### src/verilog/alu_defs.svh
// Constants for the add, subtract and logic execute datapath
`ifndef ALU_DEFS_SVH
`define ALU_DEFS_SVH
`define ALU_REG_PC      4'hF
`define ALU_REG_SP      4'hD
`define ALU_IMM_W       12
`define ALU_PC_ALIGN    32'hFFFF_FFFC
`define ALU_BRANCH_MASK 32'hFFFF_FFFE
`define ALU_FLAGS_RST   4'h0
`endif

### src/verilog/alu_pkg.sv
// Types for the add, subtract and logic execute datapath
package alu_pkg;
  typedef enum logic [3:0] {
    op_add                  = 4'h0,
    op_add_with_carry       = 4'h1,
    op_subtract             = 4'h2,
    subtract_with_borrow    = 4'h3,
    reverse_subtract        = 4'h4,
    op_and                  = 4'h5,
    bitwise_or              = 4'h6,
    bitwise_xor             = 4'h7,
    bit_clear_op            = 4'h8,
    or_not_op               = 4'h9,
    add_wide_immediate      = 4'hA,
    subtract_wide_immediate = 4'hB
  } alu_op_t;
endpackage : alu_pkg

### src/verilog/add_sub_logic_alu.sv
// Add, subtract and logic execute datapath with flag update
`include "alu_defs.svh"
module add_sub_logic_alu
  import alu_pkg::*;
#(
  parameter int DATA_W = 32
) (
  input  wire logic              clk,
  input  wire logic              reset_n,
  input  wire logic              issue_valid,
  input  wire alu_op_t           op,
  input  wire logic              cond_pass,
  input  wire logic              set_flags,
  input  wire logic              use_immediate,
  input  wire logic [11:0]       twelve_bit_immediate,
  input  wire logic [3:0]        first_operand_reg,
  input  wire logic [DATA_W-1:0] first_operand_val,
  input  wire logic [DATA_W-1:0] flexible_operand,
  input  wire logic              shifter_carry,
  input  wire logic              dest_present,
  input  wire logic [3:0]        dest_reg,
  output logic                   wr_en_ff,
  output logic [3:0]             wr_reg_ff,
  output logic [DATA_W-1:0]      wr_data_ff,
  output logic                   branch_ff,
  output logic [DATA_W-1:0]      branch_target_ff,
  output logic                   flag_n_ff,
  output logic                   flag_z_ff,
  output logic                   flag_c_ff,
  output logic                   flag_v_ff
);

  function automatic logic is_arith(input alu_op_t o);
    is_arith = (o == op_add) || (o == op_add_with_carry) ||
               (o == op_subtract) || (o == subtract_with_borrow) ||
               (o == reverse_subtract) || (o == add_wide_immediate) ||
               (o == subtract_wide_immediate);
  endfunction : is_arith

  logic              nxt_wr_en;
  logic [3:0]        nxt_wr_reg;
  logic [DATA_W-1:0] nxt_wr_data;
  logic              nxt_branch;
  logic [DATA_W-1:0] nxt_branch_target;
  logic              nxt_n;
  logic              nxt_z;
  logic              nxt_c;
  logic              nxt_v;
  logic [DATA_W-1:0] base;
  logic [DATA_W-1:0] opnd_b;
  logic [DATA_W-1:0] add_a;
  logic [DATA_W-1:0] add_b;
  logic              carry_in;
  logic [DATA_W:0]   sum;
  logic [DATA_W-1:0] result;
  logic [3:0]        target;
  logic              arith;

  always_comb begin
    base = first_operand_val;
    if (first_operand_reg == `ALU_REG_PC) begin
      base = first_operand_val & DATA_W'(`ALU_PC_ALIGN);
    end
    opnd_b = flexible_operand;
    if (use_immediate || op == add_wide_immediate ||
        op == subtract_wide_immediate) begin
      opnd_b = DATA_W'(twelve_bit_immediate);
    end
    arith    = is_arith(op);
    add_a    = base;
    add_b    = opnd_b;
    carry_in = 1'b0;
    case (op)
      op_add, add_wide_immediate: begin
        carry_in = 1'b0;
      end
      op_add_with_carry: begin
        carry_in = flag_c_ff;
      end
      op_subtract, subtract_wide_immediate: begin
        add_b    = ~opnd_b;
        carry_in = 1'b1;
      end
      subtract_with_borrow: begin
        add_b    = ~opnd_b;
        carry_in = flag_c_ff;
      end
      reverse_subtract: begin
        add_a    = ~base;
        add_b    = opnd_b;
        carry_in = 1'b1;
      end
      default: begin
        carry_in = 1'b0;
      end
    endcase
    sum = {1'b0, add_a} + {1'b0, add_b} + {{DATA_W{1'b0}}, carry_in};
    case (op)
      op_and:       result = base & opnd_b;
      bitwise_or:   result = base | opnd_b;
      bitwise_xor:  result = base ^ opnd_b;
      bit_clear_op: result = base & ~opnd_b;
      or_not_op:    result = base | ~opnd_b;
      default:      result = sum[DATA_W-1:0];
    endcase
    // Logic ops always name a destination; omission only for arithmetic
    target = (dest_present || !arith) ? dest_reg : first_operand_reg;
    nxt_wr_en         = 1'b0;
    nxt_wr_reg        = wr_reg_ff;
    nxt_wr_data       = wr_data_ff;
    nxt_branch        = 1'b0;
    nxt_branch_target = branch_target_ff;
    nxt_n             = flag_n_ff;
    nxt_z             = flag_z_ff;
    nxt_c             = flag_c_ff;
    nxt_v             = flag_v_ff;
    if (issue_valid && cond_pass) begin
      if (target == `ALU_REG_PC && (op == op_add)) begin
        nxt_branch        = 1'b1;
        nxt_branch_target = result & DATA_W'(`ALU_BRANCH_MASK);
      end else begin
        nxt_wr_en   = 1'b1;
        nxt_wr_reg  = target;
        nxt_wr_data = result;
      end
      if (set_flags) begin
        nxt_n = result[DATA_W-1];
        nxt_z = (result == '0);
        if (arith) begin
          nxt_c = sum[DATA_W];
          nxt_v = (add_a[DATA_W-1] == add_b[DATA_W-1]) &&
                  (result[DATA_W-1] != add_a[DATA_W-1]);
        end else begin
          nxt_c = shifter_carry;
        end
      end
    end
  end

  always_ff @(posedge clk or negedge reset_n) begin
    if (!reset_n) begin
      wr_en_ff         <= 1'b0;
      wr_reg_ff        <= 4'h0;
      wr_data_ff       <= '0;
      branch_ff        <= 1'b0;
      branch_target_ff <= '0;
      {flag_n_ff, flag_z_ff, flag_c_ff, flag_v_ff} <= `ALU_FLAGS_RST;
    end else begin
      wr_en_ff         <= nxt_wr_en;
      wr_reg_ff        <= nxt_wr_reg;
      wr_data_ff       <= nxt_wr_data;
      branch_ff        <= nxt_branch;
      branch_target_ff <= nxt_branch_target;
      flag_n_ff        <= nxt_n;
      flag_z_ff        <= nxt_z;
      flag_c_ff        <= nxt_c;
      flag_v_ff        <= nxt_v;
    end
  end
endmodule : add_sub_logic_alu

### config.mk
export PLATFORM = sky130hd
export DESIGN_NAME = add_sub_logic_alu
export DESIGN_NICKNAME = d
export VERILOG_FILES = /design/src/verilog/alu_pkg.sv /design/src/verilog/add_sub_logic_alu.sv
export VERILOG_INCLUDE_DIRS = /design/src /design/src/verilog
export SDC_FILE = /design/constraint.sdc
export NUM_CORES = 1
export LEC_CHECK = 0
export ABC_CLOCK_PERIOD_IN_PS = 7550
export BUFFER_PORTS_ARGS = -buffer_cell sky130_fd_sc_hd__buf_4
export CAP_MARGIN = 20
export CORE_MARGIN = 5
export CORE_UTILIZATION = 39
export DETAILED_ROUTE_END_ITERATION = 12
export PLACE_DENSITY_LB_ADDON = 0.2
export SLEW_MARGIN = 40
export SYNTH_ARGS = -nofsm -noshare
export SYNTH_HDL_FRONTEND = slang
export SYNTH_SLANG_ARGS = --single-unit
### constraint.sdc
create_clock -name clk -period 7.55 [get_ports clk]
set_input_delay 0 -clock clk [delete_from_list [all_inputs] [get_ports clk]]
set_output_delay 0 -clock clk [all_outputs]
set_load 0.02 [all_outputs]
==> flow_summary.yaml <==
placement:
  postPlaceCellArea_mm2: 0.00907
  hpwl_mm: 22.0
  port_buffers: 168
  pre_cts_slack_ns: 1.91
  place_congestion: 1.03
  dp_cells: 1340
global_route:
  grt_pass1_wl_mm: 43.5
  antenna_found_initial: 0
  grt_pass1_vias: 7684
  grt_max_degree: 74
  grt_util_all_layers_pct: 24.8
  grt-ovfl-total: 0
sta:
  final.setup.worst_slack_ns: 2.09
  fin_skew_ns: 0.00219
  period_minus_slack_ns: 5.46
  hold_slack_ns: 0.0221
  finalMaxSlewViolations: 0
  max-slew-margin-rel_pct: 51.6
  tightest_slew_ns: 0.718
  rsz0062_at_grt: "false"
  fmax_mhz: 183
  tns_ns: 0
  hold_viol_final: 0
  finalSetupViolations: 0
  period_share_pct: 72.3
routing:
  drt_iter0_drc: 729
  dr.pass1.iters: 5
  drt-total-wl_mm: 28.7
  drc: 0
  final_antenna_net_count: 0
  viasPerCell: 5.88
  routedWlPerCell_um: 21.1
  vias: 7994
clocking:
  clk_latency_ns: 0.33
  tritoncts: "yes"
  clockBufferDepth: 2
  path_clk_slew_ns: 0.05
  post_cts_resized: 0
  numClockSinks: 73
  cts_root_buffer: "clkbuf_16"
  numCtsBuffers: 9
  h-tree-depth: 3
power:
  power.switching_w: 0.000749
  pwr-share-comb_pct: 51.6
  switching_share_pct: 41.3
  p_leak_nw: 4.29
  power_density_mw_per_mm2: 193
  clkPwrFrac_pct: 21.0
  seqPwrFrac_pct: 27.5
  ir_worst_vdd_mv: 0.107
  intPower_w: 0.00106
yosys:
  synth-edff-count: 0
  yosysUniqueCellTypes: 77
  synth_nets: 1091
  syn_area_mm2: 0.00763
  synth_warnings: 0
  ys.flop_type: "dfrtp_1"
  syn_avg_cell_area_um2: 7.93
  ys_seq_elements: 73
  netlist_instances: 962
  synth_seq_area_share_pct: 24.0
  async_flop_share_pct: 100
floorplanning:
  start_util_pct: 39.4
  die_y_um: 150
  std_cell_rows: 51
  die_area_mm2: 0.0225
  die_width_um: 150
  ioPinCount: 170
  core_mm2: 0.0193
setup_path:
  crit_type: "input port to flop"
  r2r_cells: 18
  cp_max_fo: 38
  slowest_stage: "or4_1"
  r2r_end: "flag_z_ff"
  endpoint_kind: "flop"
  reg2reg_from: "flag_c_ff"
  cpLargestDelayFamily: "compound AO/OA/AOI/OAI gates"
  critPathBufInv: 3
  crit_chain: "buf_4 > clkinv_1 > a211oi_4 > buf_4 > xnor2_1 > ha_1 > nand4_1 > or4_1 > a211oi_1 > nor3b_2 > o31ai_1 > a211oi_1 > xnor2_1 > a221oi_1 > o2111a_1 > and4_1 > a21o_1"
  crit_required_ns: 7.82
  arrival_ns: 5.72
  slowest_delay_ns: 0.59
  start_kind: "input port"
  worst-r2r-setup-slack_ns: 2.95
finish:
  syn2layout_area_growth_pct: 23.2
  fillerInstances: 1943
  drive_gt1_share_pct: 21.0
  design_area_mm2: 0.00940
  diodes: 0
  mostFrequentLayoutCell: "buf_4"
  layout.cells.most_common_list: "buf_4 (180), nand2_1 (128), o21ai_0 (103)"
  instances_no_fill: 1360
  nets: 1221
min_path:
  min_to: "wr_reg_ff[1]"
  min-delay-start: "cond_pass"
  hp-class: "input port to flop"
  hold_depth: 3
flow_run:
  maxCapViolations: 0
run_status:
  status: "finished, final reports clean"
==> registers in the layout, indices dropped and copies added, names as in the netlist <==
name              count
wr_reg_ff             4
flag_c_ff             1
wr_data_ff           32
flag_v_ff             1
wr_en_ff              1
flag_z_ff             1
branch_target_ff     31
branch_ff             1
flag_n_ff             1
==> area by class of cell <==
cell class,count,area [um^2],share of cell area (%)
Multi-Input combinational cell,800,5470,58.2
Sequential cell,73,1830,19.4
Inverter,20,75.1,0.799
Clock buffer,14,264,2.81
Timing Repair Buffer,188,1430,15.3
Tap cell,265,332,3.53
==> per-layer routing <==
metal,track usage [%],vias up,routed length [um]
met2,40.5,342,13500
met5,0,-,0
li1,-,3797,-
met4,10.9,0,1260
met1,32.0,3778,12000
met3,4.63,77,1990
==> metrics by stage <==
| step | utilization [%] | total power (W) |
|---|---|---|
| floorplan | - | 0.00107 |
| global placement | 46.8 | 0.00143 |
| detailed placement | 46.9 | 0.00143 |
| CTS | 48.6 | 0.00182 |
| global route | 48.6 | 0.00193 |
| finish | 48.6 | 0.00181 |
==> power by group through the flow <==
stage / registers, W / logic [W] / clock network (W)
4_1_cts: 0.000498 / 0.000932 / 0.000389
3_3_place_gp: 0.000505 / 0.000925 / 0
5_1_grt: 0.000506 / 0.00101 / 0.000407
6_report: 0.000498 / 0.000935 / 0.000380
2_1_floorplan: 0.000581 / 0.000490 / 0
3_5_place_dp: 0.000504 / 0.000925 / 0
==> cells by family after synthesis <==
kind of cell	after synthesis	share of synthesized area [%]
DFF	73	24.0
AOI/OAI and AO/OA	306	25.6
xor gates and xnor gates	85	9.76
buffers and inverters	89	4.84
and+or+nand+nor	295	19.3
other	1	0.0492
muxes	61	8.37
adders and majority gates	52	8.10
==> synthesized netlist by cell type (all sizes together), types with 18 or more instances <==
cell type / instances / share of area [%]
nand2: 129 / 6.4
o21ai: 105 / 7.0
dfrtp: 73 / 24
a21oi: 54 / 3.5
xor2: 50 / 5.7
clkbuf: 46 / 2.3
mux2i: 39 / 5.1
nor2: 39 / 1.9
xnor2: 35 / 4.0
ha: 31 / 5.1
nand3: 28 / 1.8
buf: 23 / 1.6
mux2: 22 / 3.2
inv: 19 / 0.94
maj3: 19 / 2.5
o211ai: 19 / 1.9
a21o: 18 / 1.8
==> how the worst max path moves through the flow <==
stage,from,to,depth (start not counted)
6_report,op[1],flag_z_ff,17
5_1_grt,op[1],flag_z_ff,17
4_1_cts,op[1],flag_z_ff,17
3_5_place_dp,op[1],flag_z_ff,17
3_3_place_gp,op[1],flag_z_ff,17
2_1_floorplan,op[1],flag_z_ff,23
==> tightest hold or removal path: stages <==
cell and delay (ns):
buf_4 0.12, nand2_1 0.07, o22a_1 0.12
==> what timing repair did <==
item | in CTS | in global routing
hold endpoints to repair | 76 | 0
setup endpoints to repair | 0 | 0
buffers inserted | 0 | 0
hold buffers | 6 | 0
Note: power is estimated with default switching activity, not from simulation.
